### src/include/motor_regs_defines.svh
// offsets, field positions, reset values and timing counts of the motor driver control bank
//
// Summary of operation
// - writing one to fault_clear_strobe clears latched faults; bit self-returns to zero
// - input scheme field: 0 six-input, 1 six+limit, 2 three-input, 3 three+limit
// - serial_out_drive_select clear gives open-drain output, set push-pull; resets push-pull
// - edge rate field codes 0..3 select 25, 50, 125, 200 V/us
// - full duty refresh bit selects 20 kHz when clear, 40 kHz when set
// - overvoltage_level_select gives 34 V when clear, 22 V when set
// - overvoltage_guard clear disables protection, set enables; resets enabled
// - serial_fault_report_off clear lets serial faults pull fault_pin_n; resets set
// - thermal warning drives fault_pin_n only when thermal_warning_report set; resets clear
// - bridge_disable set puts all output FETs in high impedance
// - overcurrent_cycle_clear set clears pending overcurrent at next PWM cycle change
// - overcurrent_filter_time codes 0..3 give 0.2, 0.6, 1.25, 1.6 us; resets 1
// - auto-retry waits 5 ms when retry_interval clear, 500 ms when set
// - overcurrent_response: 0 latch, 1 auto-retry, 2 report only, 3 ignore
// - limit_recirculation_path clear brakes through FETs, set coasts through diodes
// - async_rectify set enables asynchronous active rectification
// - sync_rectify set enables synchronous active rectification
// - sense_amplifier_gain codes 0..3 give 0.15, 0.3, 0.6, 1.2 V/A
// - lock code 011b unlocks registers; 110b locks all but the lock code
`ifndef MOTOR_REGS_DEFINES_SVH
`define MOTOR_REGS_DEFINES_SVH

// register offsets
`define OFS_FAULT_STATUS 6'h00
`define OFS_LOCK 6'h03
`define OFS_DRIVE_SETUP 6'h04
`define OFS_PROTECTION_SETUP 6'h05
`define OFS_OVERCURRENT_SETUP 6'h06
`define OFS_SENSE_SETUP 6'h07

// reset values
`define RST_DRIVE_SETUP 8'h60
`define RST_PROTECTION_SETUP 8'h46
`define RST_OVERCURRENT_SETUP 8'h10
`define RST_SENSE_SETUP 8'h00
`define RST_LOCK 3'h0

// lock codes
`define LOCK_CODE_OPEN 3'h3
`define LOCK_CODE_SHUT 3'h6

// drive_setup fields
`define B_FAULT_CLEAR 0
`define B_SCHEME_LO 1
`define B_SLEW_LO 3
`define B_SDO_DRIVE 5
// protection_setup fields
`define B_THERM_REP 0
`define B_SPI_REP_OFF 1
`define B_OV_GUARD 2
`define B_OV_LEVEL 3
`define B_FULL_DUTY 4
`define PROT_WR_MASK 8'h7F
// overcurrent_setup fields
`define B_OC_RESP_LO 0
`define B_OC_THRESH 2
`define B_RETRY_INT 3
`define B_OC_FILT_LO 4
`define B_CYCLE_CLR 6
`define B_BRIDGE_OFF 7
// sense_and_rectify_setup fields
`define B_GAIN_LO 0
`define B_SYNC_RECT 2
`define B_ASYNC_RECT 3
`define B_RECIRC 6

// serial frame
`define FRAME_BITS 5'h10
`define ADDR_DONE_BITS 5'h08

// timing
`define CLK_KHZ 40000
`define RETRY_SHORT_MS 5
`define RETRY_LONG_MS 500

`endif

### src/include/motor_regs_pkg.sv
// types shared by the motor driver control bank
package motor_regs_pkg;

  typedef enum logic [1:0] {
    SCHEME_SIX = 2'h0,
    SCHEME_SIX_LIMIT = 2'h1,
    SCHEME_THREE = 2'h2,
    SCHEME_THREE_LIMIT = 2'h3
  } pwm_scheme_t;

  typedef enum logic [1:0] {
    OC_LATCH = 2'h0,
    OC_RETRY = 2'h1,
    OC_REPORT = 2'h2,
    OC_IGNORE = 2'h3
  } oc_response_t;

  typedef enum logic {
    RT_IDLE = 1'b0,
    RT_COUNT = 1'b1
  } retry_state_t;

endpackage

### src/rtl/motor_driver_control_regs.sv
// control register bank of the three-phase motor driver with its serial port
`include "motor_regs_defines.svh"

module motor_driver_control_regs import motor_regs_pkg::*; #(
  parameter int unsigned RETRY_SHORT_CYC = `RETRY_SHORT_MS * `CLK_KHZ,
  parameter int unsigned RETRY_LONG_CYC = `RETRY_LONG_MS * `CLK_KHZ
) (
  // clock and reset
  input wire logic clk,
  input wire logic rst,
  // serial port pins
  input wire logic sclk,
  input wire logic cs_n,
  input wire logic sdi,
  output logic sdo_out,
  output logic sdo_oe,
  // fault sources and PWM cycle edge from driver logic
  input wire logic overcurrent_det,
  input wire logic thermal_warn_det,
  input wire logic pwm_cycle_edge,
  // fault reporting and bridge control
  output logic fault_pin_n,
  output logic bridge_hiz,
  // drive configuration
  output logic [1:0] pwm_scheme,
  output logic [1:0] slew_rate,
  output logic full_duty_fast,
  output logic ov_level_low,
  output logic ov_guard_en,
  // overcurrent configuration
  output logic oc_threshold_high,
  output logic [1:0] oc_filter_time,
  // sense and rectification configuration
  output logic limit_coast,
  output logic async_rect_en,
  output logic sync_rect_en,
  output logic [1:0] sense_gain
);

  // synchronised pins and edge history
  logic sclk_s;
  logic cs_n_s;
  logic sdi_s;
  logic sclk_d_r;
  logic cs_n_d_r;
  logic sclk_rise;
  logic sclk_fall;
  logic frame_start;
  logic frame_end;
  logic active;

  // frame shifters
  logic [4:0] bit_cnt_r;
  logic [4:0] bit_cnt_nxt;
  logic [15:0] rx_r;
  logic [15:0] tx_r;
  logic sdo_bit_r;

  // register storage
  logic [7:1] drive_r;
  logic [6:0] prot_r;
  logic [7:0] ocs_r;
  logic [7:0] sense_r;
  logic [2:0] lock_code_r;
  logic lock_r;
  logic clear_pulse_r;

  // decode and fault state
  logic [5:0] rd_addr;
  logic [5:0] wr_addr;
  logic [7:0] wr_data;
  logic [7:0] rd_data;
  logic [7:0] status_byte;
  logic frame_ok;
  logic wr_addr_ok;
  logic wr_go;
  logic cfg_wr;
  logic framing_err;
  logic addr_err;
  logic oc_fault_r;
  logic spi_fault_r;
  logic oc_set;
  logic oc_clr;
  logic oc_hold;
  logic retry_start;
  logic retry_busy;
  logic retry_done;
  oc_response_t oc_mode;

  // pins come from the host's domain
  sync2 #(.WIDTH(3), .INIT(3'h2)) u_pin_sync (
    .clk(clk),
    .rst(rst),
    .d({sclk, cs_n, sdi}),
    .q({sclk_s, cs_n_s, sdi_s})
  );

  // edge history of the synchronised pins
  always_ff @(posedge clk)
  begin
    if (rst)
    begin
      sclk_d_r <= 1'b0;
      cs_n_d_r <= 1'b1;
    end
    else
    begin
      sclk_d_r <= sclk_s;
      cs_n_d_r <= cs_n_s;
    end
  end

  assign sclk_rise = sclk_s & ~sclk_d_r;
  assign sclk_fall = ~sclk_s & sclk_d_r;
  assign frame_start = ~cs_n_s & cs_n_d_r;
  assign frame_end = cs_n_s & ~cs_n_d_r;
  assign active = ~cs_n_s;

  // bit counter saturates so long frames stay flagged as framing errors
  always_comb
  begin
    bit_cnt_nxt = bit_cnt_r;
    if (bit_cnt_r != 5'h1F)
      bit_cnt_nxt = bit_cnt_r + 5'h01;
  end

  always_ff @(posedge clk)
  begin
    if (rst)
      bit_cnt_r <= 5'h00;
    else if (frame_start)
      bit_cnt_r <= 5'h00;
    else if (active && sclk_fall)
      bit_cnt_r <= bit_cnt_nxt;
  end

  // receive on falling sclk, msb first
  always_ff @(posedge clk)
  begin
    if (rst)
      rx_r <= 16'h0000;
    else if (active && sclk_fall)
      rx_r <= {rx_r[14:0], sdi_s};
  end

  // transmit: status byte first, read data spliced in once the address is known
  always_ff @(posedge clk)
  begin
    if (rst)
      tx_r <= 16'h0000;
    else if (frame_start)
      tx_r <= {status_byte, 8'h00};
    else if (active && sclk_rise)
      tx_r <= {tx_r[14:0], 1'b0};
    else if (active && sclk_fall && bit_cnt_nxt == `ADDR_DONE_BITS)
      tx_r <= {rd_data, tx_r[7:0]};
  end

  always_ff @(posedge clk)
  begin
    if (rst)
      sdo_bit_r <= 1'b1;
    else if (active && sclk_rise)
      sdo_bit_r <= tx_r[15];
  end

  // open-drain only pulls low; push-pull drives both levels while selected
  always_ff @(posedge clk)
  begin
    if (rst)
    begin
      sdo_out <= 1'b0;
      sdo_oe <= 1'b0;
    end
    else if (drive_r[`B_SDO_DRIVE])
    begin
      sdo_out <= sdo_bit_r;
      sdo_oe <= active;
    end
    else
    begin
      sdo_out <= 1'b0;
      sdo_oe <= active & ~sdo_bit_r;
    end
  end

  // read address from the first byte, write fields from the whole frame
  assign rd_addr = rx_r[5:0]; // seven bits in at the eighth fall: rw flag above the address
  assign wr_addr = rx_r[14:9];
  assign wr_data = rx_r[7:0];

  assign status_byte = {3'h0, retry_busy, bridge_hiz, thermal_warn_det, spi_fault_r, oc_fault_r};

  // read mux; the clear strobe always reads back zero
  always_comb
  begin
    unique case (rd_addr)
      `OFS_FAULT_STATUS: rd_data = status_byte;
      `OFS_LOCK: rd_data = {5'h00, lock_code_r};
      `OFS_DRIVE_SETUP: rd_data = {drive_r, 1'b0};
      `OFS_PROTECTION_SETUP: rd_data = {1'b0, prot_r};
      `OFS_OVERCURRENT_SETUP: rd_data = ocs_r;
      `OFS_SENSE_SETUP: rd_data = sense_r;
      default: rd_data = 8'h00;
    endcase
  end

  // write commit happens at deselect of a clean frame
  assign frame_ok = frame_end && (bit_cnt_r == `FRAME_BITS);
  assign wr_addr_ok = (wr_addr == `OFS_FAULT_STATUS) || (wr_addr == `OFS_LOCK) ||
                      (wr_addr == `OFS_DRIVE_SETUP) || (wr_addr == `OFS_PROTECTION_SETUP) ||
                      (wr_addr == `OFS_OVERCURRENT_SETUP) || (wr_addr == `OFS_SENSE_SETUP);
  assign wr_go = frame_ok && !rx_r[15] && wr_addr_ok;
  assign cfg_wr = wr_go && !lock_r;
  assign framing_err = frame_end && (bit_cnt_r != `FRAME_BITS);
  assign addr_err = frame_ok && !wr_addr_ok;

  // lock code register stays writable while locked
  always_ff @(posedge clk)
  begin
    if (rst)
    begin
      lock_code_r <= `RST_LOCK;
      lock_r <= 1'b0;
    end
    else if (wr_go && wr_addr == `OFS_LOCK)
    begin
      lock_code_r <= wr_data[2:0];
      if (wr_data[2:0] == `LOCK_CODE_OPEN)
        lock_r <= 1'b0;
      else if (wr_data[2:0] == `LOCK_CODE_SHUT)
        lock_r <= 1'b1;
    end
  end

  // drive_setup; strobe bit is not stored, only pulsed
  always_ff @(posedge clk)
  begin
    if (rst)
    begin
      drive_r <= 7'(`RST_DRIVE_SETUP >> 1);
      clear_pulse_r <= 1'b0;
    end
    else
    begin
      clear_pulse_r <= cfg_wr && wr_addr == `OFS_DRIVE_SETUP && wr_data[`B_FAULT_CLEAR];
      if (cfg_wr && wr_addr == `OFS_DRIVE_SETUP)
        drive_r <= wr_data[7:1];
    end
  end

  // protection_setup, top bit reads zero
  always_ff @(posedge clk)
  begin
    if (rst)
      prot_r <= 7'(`RST_PROTECTION_SETUP);
    else if (cfg_wr && wr_addr == `OFS_PROTECTION_SETUP)
      prot_r <= 7'(wr_data & `PROT_WR_MASK);
  end

  // overcurrent_setup
  always_ff @(posedge clk)
  begin
    if (rst)
      ocs_r <= `RST_OVERCURRENT_SETUP;
    else if (cfg_wr && wr_addr == `OFS_OVERCURRENT_SETUP)
      ocs_r <= wr_data;
  end

  // sense_and_rectify_setup
  always_ff @(posedge clk)
  begin
    if (rst)
      sense_r <= `RST_SENSE_SETUP;
    else if (cfg_wr && wr_addr == `OFS_SENSE_SETUP)
      sense_r <= wr_data;
  end

  // overcurrent response decode
  assign oc_mode = oc_response_t'(ocs_r[`B_OC_RESP_LO +: 2]);
  assign oc_set = overcurrent_det && (oc_mode != OC_IGNORE);
  assign oc_clr = clear_pulse_r || retry_done ||
                  (ocs_r[`B_CYCLE_CLR] && pwm_cycle_edge);
  assign oc_hold = oc_fault_r && (oc_mode == OC_LATCH || oc_mode == OC_RETRY);
  assign retry_start = oc_fault_r && (oc_mode == OC_RETRY) && !retry_busy &&
                       !retry_done; // expiring wait must not rearm on the fault it clears

  // set beats clear so a persisting fault relatches at once
  always_ff @(posedge clk)
  begin
    if (rst)
      oc_fault_r <= 1'b0;
    else if (oc_set)
      oc_fault_r <= 1'b1;
    else if (oc_clr)
      oc_fault_r <= 1'b0;
  end

  always_ff @(posedge clk)
  begin
    if (rst)
      spi_fault_r <= 1'b0;
    else if (framing_err || addr_err)
      spi_fault_r <= 1'b1;
    else if (clear_pulse_r)
      spi_fault_r <= 1'b0;
  end

  retry_timer #(.SHORT_CYC(RETRY_SHORT_CYC), .LONG_CYC(RETRY_LONG_CYC)) u_retry (
    .clk(clk),
    .rst(rst),
    .start(retry_start),
    .long_sel(ocs_r[`B_RETRY_INT]),
    .busy(retry_busy),
    .done(retry_done)
  );

  // fault pin and bridge state, registered so the pins never glitch
  always_ff @(posedge clk)
  begin
    if (rst)
    begin
      fault_pin_n <= 1'b1;
      bridge_hiz <= 1'b0;
    end
    else
    begin
      fault_pin_n <= ~(oc_fault_r ||
                       (spi_fault_r && !prot_r[`B_SPI_REP_OFF]) ||
                       (thermal_warn_det && prot_r[`B_THERM_REP]));
      bridge_hiz <= ocs_r[`B_BRIDGE_OFF] || oc_hold;
    end
  end

  // configuration fields straight from register flops
  assign pwm_scheme = drive_r[`B_SCHEME_LO +: 2];
  assign slew_rate = drive_r[`B_SLEW_LO +: 2];
  assign full_duty_fast = prot_r[`B_FULL_DUTY];
  assign ov_level_low = prot_r[`B_OV_LEVEL];
  assign ov_guard_en = prot_r[`B_OV_GUARD];
  assign oc_threshold_high = ocs_r[`B_OC_THRESH];
  assign oc_filter_time = ocs_r[`B_OC_FILT_LO +: 2];
  assign limit_coast = sense_r[`B_RECIRC];
  assign async_rect_en = sense_r[`B_ASYNC_RECT];
  assign sync_rect_en = sense_r[`B_SYNC_RECT];
  assign sense_gain = sense_r[`B_GAIN_LO +: 2];

endmodule // motor_driver_control_regs

### src/rtl/sync2.sv
// two-flop synchroniser, one chain per bit
module sync2 #(
  parameter int WIDTH = 1,
  parameter logic [WIDTH-1:0] INIT = '0
) (
  // clock and reset
  input wire logic clk,
  input wire logic rst,
  // asynchronous in, synchronous out
  input wire logic [WIDTH-1:0] d,
  output logic [WIDTH-1:0] q
);

  genvar i;
  generate
    for (i = 0; i < WIDTH; i++)
    begin : g_bit
      logic meta_r;
      // first flop feeds only the second
      always_ff @(posedge clk)
      begin
        if (rst)
        begin
          meta_r <= INIT[i];
          q[i] <= INIT[i];
        end
        else
        begin
          meta_r <= d[i];
          q[i] <= meta_r;
        end
      end
    end
  endgenerate

endmodule // sync2

### src/rtl/retry_timer.sv
// overcurrent auto-retry interval timer
module retry_timer import motor_regs_pkg::*; #(
  parameter int unsigned SHORT_CYC = 200000,
  parameter int unsigned LONG_CYC = 20000000
) (
  // clock and reset
  input wire logic clk,
  input wire logic rst,
  // control
  input wire logic start,
  input wire logic long_sel,
  // status
  output logic busy,
  output logic done
);

  retry_state_t state_r;
  logic [24:0] cnt_r;
  logic [24:0] limit_r;

  // interval latched at start so a mid-wait setting change cannot stretch it
  always_ff @(posedge clk)
  begin
    if (rst)
    begin
      state_r <= RT_IDLE;
      cnt_r <= 25'h0000000;
      limit_r <= 25'h0000000;
      done <= 1'b0;
    end
    else
    begin
      done <= 1'b0;
      unique case (state_r)
        RT_IDLE:
        begin
          if (start)
          begin
            state_r <= RT_COUNT;
            cnt_r <= 25'h0000000;
            limit_r <= long_sel ? 25'(LONG_CYC - 1) : 25'(SHORT_CYC - 1);
          end
        end
        RT_COUNT:
        begin
          if (cnt_r == limit_r)
          begin
            state_r <= RT_IDLE;
            done <= 1'b1;
          end
          else
            cnt_r <= cnt_r + 25'h0000001;
        end
      endcase
    end
  end

  assign busy = (state_r == RT_COUNT);

endmodule // retry_timer

### config.mk
export PLATFORM = sky130hd
export DESIGN_NAME = motor_driver_control_regs
export DESIGN_NICKNAME = d
export VERILOG_FILES = /design/src/include/motor_regs_pkg.sv /design/src/rtl/motor_driver_control_regs.sv /design/src/rtl/sync2.sv /design/src/rtl/retry_timer.sv
export VERILOG_INCLUDE_DIRS = /design/src /design/src/include
export SDC_FILE = /design/constraint.sdc
export NUM_CORES = 1
export LEC_CHECK = 0
export ABC_AREA = 1
export BUFFER_PORTS_ARGS = -buffer_cell sky130_fd_sc_hd__buf_2
export CORE_UTILIZATION = 30
export CTS_CLUSTER_SIZE = 14
export DETAILED_ROUTE_END_ITERATION = 10
export GPL_TIMING_DRIVEN = 1
export PLACE_DENSITY = 0.56
export SLEW_MARGIN = 20
export SYNTH_ARGS = -nofsm -noshare
export SYNTH_HDL_FRONTEND = slang
export SYNTH_HIERARCHICAL = 1
export SYNTH_SLANG_ARGS = --single-unit
### constraint.sdc
create_clock -name clk -period 1.5 [get_ports clk]
set_input_delay 0.075 -clock clk [delete_from_list [all_inputs] [get_ports clk]]
set_output_delay 0.075 -clock clk [all_outputs]
set_load 0.03 [all_outputs]
==> impl_metrics.ini, run 1 <==
[logic_synthesis]
ys_warn_count = 6
synth_seq_cells = 109
postSynthAreaPerCell_um2 = 6.61
syn-instance-count = 855
synth.lib_cells_used.distinct = 38
post_synth_instance_area_um2 = 5650
number_of_flops_mapped_to_enable_cells_by_yosys = 0
yosysSeqAreaShare = 0.386
asyncSetResetFlopFracSynth = 0
dominantRegCellSynth = sky130_fd_sc_hd__dfxtp_1
synth_nets = 866

[worst_setup_path]
crit_slowest_cell = sky130_fd_sc_hd__dfxtp_4
critPathRequiredTime_ps = 1710
worst_path_largest_cell_delay_ps = 370
capturing_point_of_the_worst_reg2reg_path = sense_r[3]$_SDFFE_PP0P_
worst-r2r-setup-slack_ps = -180
cp-start-kind = register
arrival_ps = 1900
crit_type = register to register
cp_common_cell = sky130_fd_sc_hd__nand4_1
setup.worst_path.end_class = register
rr_startpoint = bit_cnt_r[0]$_SDFFE_PP0P_
worstPathCellList = inv_4, ha_4, nand4_1, nor3_4, buf_4, nand4_1, buf_6, nand2_1, a21oi_1
crit_path_max_fanout = 8
ff2ff_path_depth = 9

[sta]
final-max-slew-violation-count = 0
worst-slew-pin-transition_ps = 633
setup_viol = 65
hold_ws_ps = 27.2
finClkSkew_ps = 14.5
period_share = 1.12
timing.final.crit_period_ps = 1680
worst_slew_margin_rel = 0.578
finalHoldViolations = 0
fin_tns_setup_ps = -6180
timing.fmax_mhz = 595
rsz0062_at_grt = yes
post-route-worst-setup-slack_ps = -182

[die]
design.portCount = 27
dieArea_um2 = 19400
num_rows = 49
design.core.area_um2 = 18200
die_y_um = 139
die-width_um = 139
initial_utilization = 0.311

[placed_design]
dpl_worst_slack_ps = -190
gpl.final_weighted_congestion = 0.890
post-dp-hpwl_um = 12200
place_area_um2 = 6800
buffer_ports.inserted = 26

[power_and_ir_drop]
pwr_density_cell_nw_per_um2 = 715
leakagePower_nw = 3.33
vdd.ir_drop.worst_v = 0.000500

[clock_tree]
cts_max_path_buffers = 2
clockRootBuffer = sky130_fd_sc_hd__clkbuf_16
cts-buffers-inserted = 9
tritoncts_clock_tree = built
clock-sinks = 109
clk-insertion-delay-late_ps = 360
h_tree_lvls = 3
cts_clk_pin_slew_worst_paths_ps = 80

[drt]
drt_iter0_markers = 394
via_per_inst = 4.86
vias = 5991
ant_nets_after_route = 0
drtPass1Iterations = 5
detail_route.wirelength_um = 17400
drt-wirelength-per-cell_um = 14.1
drc = 0

[cells_and_area]
syn2layout_area_growth_pct = 39.5
final_cell_mix = sky130_fd_sc_hd__nand2_1, sky130_fd_sc_hd__buf_4, sky130_fd_sc_hd__nor2_1, sky130_fd_sc_hd__dfxtp_1, sky130_fd_sc_hd__nand3_1
finalInstanceArea_um2 = 7890
insertedDiodeCount = 0
drive_gt1_frac = 0.333
num-nets-final = 1010
final_core_util = 0.433
layout.cells.most_common = sky130_fd_sc_hd__nand2_1

[grt]
largest_net_degree_at_the_start_of_global_routing = 54
first_global_vias = 5409
grt_antenna_before_repair = 0
grt-ovfl-total = 0
grt_pass1_wl_um = 27600
global_route.usage.total = 0.178

[status]
status = finished, violations left
failed_checks = negative setup slack

[hold_path]
worst_hold_path_type = primary input to register
holdCritStartpoint = pwm_cycle_edge
holdPathStages = 3
worst_hold_endpoint = oc_fault_r$_SDFFE_PP0P_

[job]
max_cap_violations = 0
metrics by stage:
step | total power [mW] | instances
after global placement | 3.22 | 1194
after floorplan | 3.13 | 855
after global routing | 5.85 | 1233
after CTS | 5.70 | 1227
final | 5.64 | 1233
after detailed placement | 3.22 | 1194
what timing repair did:
item	CTS	global route
pin swaps	5	31
endpoints found under the hold margin	6	0
setup buffers	10	6
hold buffers	5	0
resized for setup	33	135
endpoints found under the setup margin	77	74
cloned	2	2
sequential cells by signal, indices dropped and copies added (netlist names), 3 cells and up:
signal,flops
u_retry/limit_r,3
ocs_r,8
drive_r,7
rx_r,16
lock_code_r,3
u_pin_sync/q,3
u_retry/cnt_r,25
sense_r,8
u_pin_sync/g_bit.meta_r,3
tx_r,8
prot_r,7
bit_cnt_r,5
power breakdown:
part	leakage, nW	switching [mW]	total (mW)	internal, mW
Combinational	2.29	0.158	0.247	0.0893
Clock	0.148	1.28	2.47	1.19
Sequential	0.894	0.0143	2.92	2.91
Total	3.33	1.45	5.64	4.19
worst max-delay path: cells and delay by family (launching register included):
| kind | cells | cell delay, ps |
|---|---|---|
| fa+ha+maj | 1 | 120 |
| simple gates | 4 | 580 |
| compound gates | 1 | 60 |
| flops | 1 | 370 |
| buf+inv | 3 | 420 |
layout make-up:
class | instances | area (um^2)
Sequential cell | 109 | 2230
Timing Repair Buffer | 166 | 1340
Timing Repair inverter | 1 | 5.00
Tap cell | 229 | 287
Inverter | 84 | 324
Clock inverter | 7 | 73.8
Clock buffer | 9 | 225
Fill cell | 1845 | 10300
Multi-Input combinational cell | 628 | 3410
kinds of logic (layout without fill, tap and decap cells):
family / Yosys count / count (layout) / share of synthesized area
AOI/OAI and AO/OA: 122 / 122 / 0.114
adders and majority gates: 3 / 3 / 0.00664
and+or+nand+nor: 492 / 494 / 0.386
xor gates and xnor gates: 9 / 9 / 0.0139
buffers and inverters: 120 / 267 / 0.0934
DFF: 109 / 109 / 0.386
layer usage:
layer  vias to the layer above  GRT usage  part of all wire
met5                         -          0                 0
li1                       3048          -                 -
met4                         0     0.0795             0.035
met2                       127      0.279              0.46
met3                        42     0.0292             0.036
met1                      2774      0.240              0.47
worst max path at each step:
| stage | depth (start not counted) | start | slack [ps] | to |
|---|---|---|---|---|
| 2_1_floorplan | 9 | bit_cnt_r[0]$_SDFFE_PP0P_ | -60 | sense_r[0]$_SDFFE_PP0P_ |
| 3_3_place_gp | 10 | bit_cnt_r[0]$_SDFFE_PP0P_ | -180 | tx_r[12]$_SDFFE_PP0P_ |
| 3_5_place_dp | 9 | bit_cnt_r[1]$_SDFFE_PP0P_ | -190 | prot_r[0]$_SDFFE_PP0P_ |
| 5_1_grt | 9 | bit_cnt_r[1]$_SDFFE_PP0P_ | -280 | ocs_r[1]$_SDFFE_PP0P_ |
| 4_1_cts | 9 | bit_cnt_r[0]$_SDFFE_PP0P_ | -140 | sense_r[3]$_SDFFE_PP0P_ |
| 6_report | 9 | bit_cnt_r[0]$_SDFFE_PP0P_ | -180 | sense_r[3]$_SDFFE_PP0P_ |
synth_stat cells (2+ instances only):
master                     number  area (um^2)
sky130_fd_sc_hd__nand2_1      231          867
sky130_fd_sc_hd__nor2_1       110          413
sky130_fd_sc_hd__nor2_4         3         33.8
sky130_fd_sc_hd__nor3_1         8         40.0
sky130_fd_sc_hd__dfxtp_1      109         2180
sky130_fd_sc_hd__inv_2          4         15.0
sky130_fd_sc_hd__buf_2          5         25.0
sky130_fd_sc_hd__nand2_2        6         37.5
sky130_fd_sc_hd__nor2_2         3         18.8
sky130_fd_sc_hd__or2_2          3         18.8
sky130_fd_sc_hd__nand4_1        8         50.1
sky130_fd_sc_hd__nand3_1      103          515
sky130_fd_sc_hd__o21ai_1        2         10.0
sky130_fd_sc_hd__a211oi_1       2         15.0
sky130_fd_sc_hd__nand3b_1       6         45.0
sky130_fd_sc_hd__o21ai_0       34          170
sky130_fd_sc_hd__buf_6          5         56.3
sky130_fd_sc_hd__nand4_2        3         37.5
sky130_fd_sc_hd__buf_4          9         67.6
sky130_fd_sc_hd__clkbuf_1      16         60.1
sky130_fd_sc_hd__xnor2_1        2         17.5
sky130_fd_sc_hd__a21oi_1       74          370
sky130_fd_sc_hd__o211ai_1       7         52.6
sky130_fd_sc_hd__ha_1           3         37.5
sky130_fd_sc_hd__inv_1         79          297
sky130_fd_sc_hd__nand2_8        2         40.0
sky130_fd_sc_hd__xor2_1         7         61.3
Power figures use the tool's default switching activity.
==> run 2, diff against run 1 <==
--- a/config.mk
+++ b/config.mk
@@ -8,11 +8,10 @@
 export LEC_CHECK = 0
 export ABC_AREA = 1
 export BUFFER_PORTS_ARGS = -buffer_cell sky130_fd_sc_hd__buf_2
-export CORE_UTILIZATION = 30
+export CORE_UTILIZATION = 25
 export CTS_CLUSTER_SIZE = 14
 export DETAILED_ROUTE_END_ITERATION = 10
-export GPL_TIMING_DRIVEN = 1
-export PLACE_DENSITY = 0.56
+export PLACE_DENSITY = 0.51
 export SLEW_MARGIN = 20
 export SYNTH_ARGS = -nofsm -noshare
 export SYNTH_HDL_FRONTEND = slang
==> run 2 against run 1 <==
Against the previous run: the run ends with design-rule violations, negative setup slack left; sequential share of layout area fell by 1.8 points; highest routed layer unchanged; die area rose by 20%; combinational power rose by 4%; clock skew fell by 0.73 ps; register-to-register slack got worse by 60 ps; clock power rose by 4%; largest power group unchanged; maximum frequency fell by 3.7%; cell count rose by 6.0%; sequential cell count did not move; setup slack got worse by 64 ps; non-clock buffer count rose by 23; total power rose by 1.8%.
==> impl_metrics.ini, run 2 (synthesized netlist as in run 1, its figures left out) <==
[placed_design]
place_area_um2 = 6940
buffer_ports.inserted = 26
post-dp-hpwl_um = 13000
gpl.final_weighted_congestion = 0.883

[cells_and_area]
largest_register = u_retry/cnt_r
largest_register_ff_count = 25
insertedDiodeCount = 0
syn2layout_area_growth_pct = 49.1
drive_gt1_frac = 0.371
final_cell_mix = sky130_fd_sc_hd__nand2_1, sky130_fd_sc_hd__buf_4, sky130_fd_sc_hd__nor2_1, sky130_fd_sc_hd__dfxtp_1, sky130_fd_sc_hd__inv_1
largest_registers = u_retry/cnt_r (25), rx_r (16)
filler_cell_count = 2297
layout.cells.most_common = sky130_fd_sc_hd__nand2_1
num-nets-final = 1033
finalInstanceArea_um2 = 8430

[power_and_ir_drop]
leakagePower_nw = 3.51
pwr_density_cell_nw_per_um2 = 681
power.total_mw = 5.74
vdd.ir_drop.worst_v = 0.000430

[die]
initial_utilization = 0.257
die_y_um = 152
num_rows = 54
design.portCount = 27
dieArea_um2 = 23200
die-width_um = 152
design.core.area_um2 = 22000

[drt]
drc = 1
drt-wirelength-per-cell_um = 14.7
drt_iter0_markers = 360
via_per_inst = 4.68
ant_nets_after_route = 0
vias = 6112
detail_route.wirelength_um = 19200
drtPass1Iterations = 8

[sta]
fin_tns_setup_ps = -8930
period_share = 1.16
timing.final.crit_period_ps = 1750
worst-slew-pin-transition_ps = 508
setup_viol = 68
finClkSkew_ps = 13.8
final-max-slew-violation-count = 0
timing.fmax_mhz = 573
worst_slew_margin_rel = 0.661
rsz0062_at_grt = yes
post-route-worst-setup-slack_ps = -246
finalHoldViolations = 0

[worst_setup_path]
setup.worst_path.end_class = register
arrival_ps = 2050
critPathRequiredTime_ps = 1800
cp-start-kind = register
startpoint = bit_cnt_r[0]$_SDFFE_PP0P_
crit_type = register to register
crit_path_max_fanout = 12
rr_startpoint = bit_cnt_r[0]$_SDFFE_PP0P_

[status]
failed_checks = design-rule violations, negative setup slack
status = finished, violations left

[grt]
largest_net_degree_at_the_start_of_global_routing = 32
grt-ovfl-total = 0
grt_pass1_wl_um = 29700
global_route.usage.total = 0.160
first_global_vias = 5701
grt_antenna_before_repair = 0

[job]
max_cap_violations = 0

[hold_path]
holdCritStartpoint = pwm_cycle_edge
worst_hold_path_type = primary input to register

[clock_tree]
cts_max_path_buffers = 2
clk-insertion-delay-late_ps = 360
clock-sinks = 109
clockRootBuffer = sky130_fd_sc_hd__clkbuf_16
h_tree_lvls = 3
tritoncts_clock_tree = built
cts_clk_pin_slew_worst_paths_ps = 80
cts-buffers-inserted = 9
run 2: timing repair:
| action | CTS | global route |
|---|---|---|
| pin swaps | 26 | 53 |
| hold buffers | 4 | 0 |
| buffers inserted | 15 | 13 |
| endpoints found under the setup margin | 79 | 78 |
| resized for setup | 78 | 144 |
| endpoints found under the hold margin | 4 | 0 |
| cloned | 4 | 5 |
run 2: metal layers:
metal / wire, um / part of all wire / track usage
met1: 8660 / 0.45 / 0.208
met2: 9450 / 0.49 / 0.270
met3: 727 / 0.038 / 0.0296
met4: 384 / 0.020 / 0.0442
met5: 0 / 0 / 0
run 2: path summary, 6_finish.rpt:
check	endpoint	slack [ps]	cells past startpoint
setup / recovery	drive_r[7]$_SDFFE_PP0P_	-250	10
setup reg to reg	drive_r[7]$_SDFFE_PP0P_	-250	10
hold / removal	oc_fault_r$_SDFFE_PP0P_	40	3
hold reg to reg	u_pin_sync/q[0]$_SDFF_PP0_	410	2
run 2: critical path: stages, from the launching register on:
cell                        delay [ps]
sky130_fd_sc_hd__dfxtp_2           340
sky130_fd_sc_hd__inv_2              80
sky130_fd_sc_hd__ha_4              120
sky130_fd_sc_hd__nand4_1           150
sky130_fd_sc_hd__nor3_4            200
sky130_fd_sc_hd__buf_6             150
sky130_fd_sc_hd__nand2_4            50
sky130_fd_sc_hd__nor2_4            180
sky130_fd_sc_hd__clkbuf_16         210
sky130_fd_sc_hd__nand3_1            70
sky130_fd_sc_hd__a21oi_1           130
run 2: stage by stage:
stage	instances	worst slack (ps)	utilization	hold slack [ps]
final	1307	-246	0.383	38.2
after global routing	1307	-342	0.383	47.8
after CTS	1295	-153	0.353	27.6
after detailed placement	1256	-222	0.315	267
after global placement	1256	-207	0.315	267
after floorplan	855	-56.7	-	146
run 2: power by group:
| part | leakage, nW | total (mW) | switching [mW] | internal (mW) |
|---|---|---|---|---|
| Clock | 0.148 | 2.56 | 1.19 | 1.37 |
| Sequential | 0.894 | 2.92 | 0.0154 | 2.91 |
| Combinational | 2.47 | 0.258 | 0.166 | 0.0920 |
| Total | 3.51 | 5.74 | 1.37 | 4.37 |
run 2: layout make-up:
class,count,area (um^2),area share
repair inverters,1,5.00,0.000594
multi-input cells,628,3670,0.435
clock inverters,5,66.3,0.00787
flip-flops and latches,109,2220,0.264
repair buffers,189,1550,0.184
clock buffers,11,243,0.0288
well taps,280,350,0.0416
inverters,84,322,0.0381
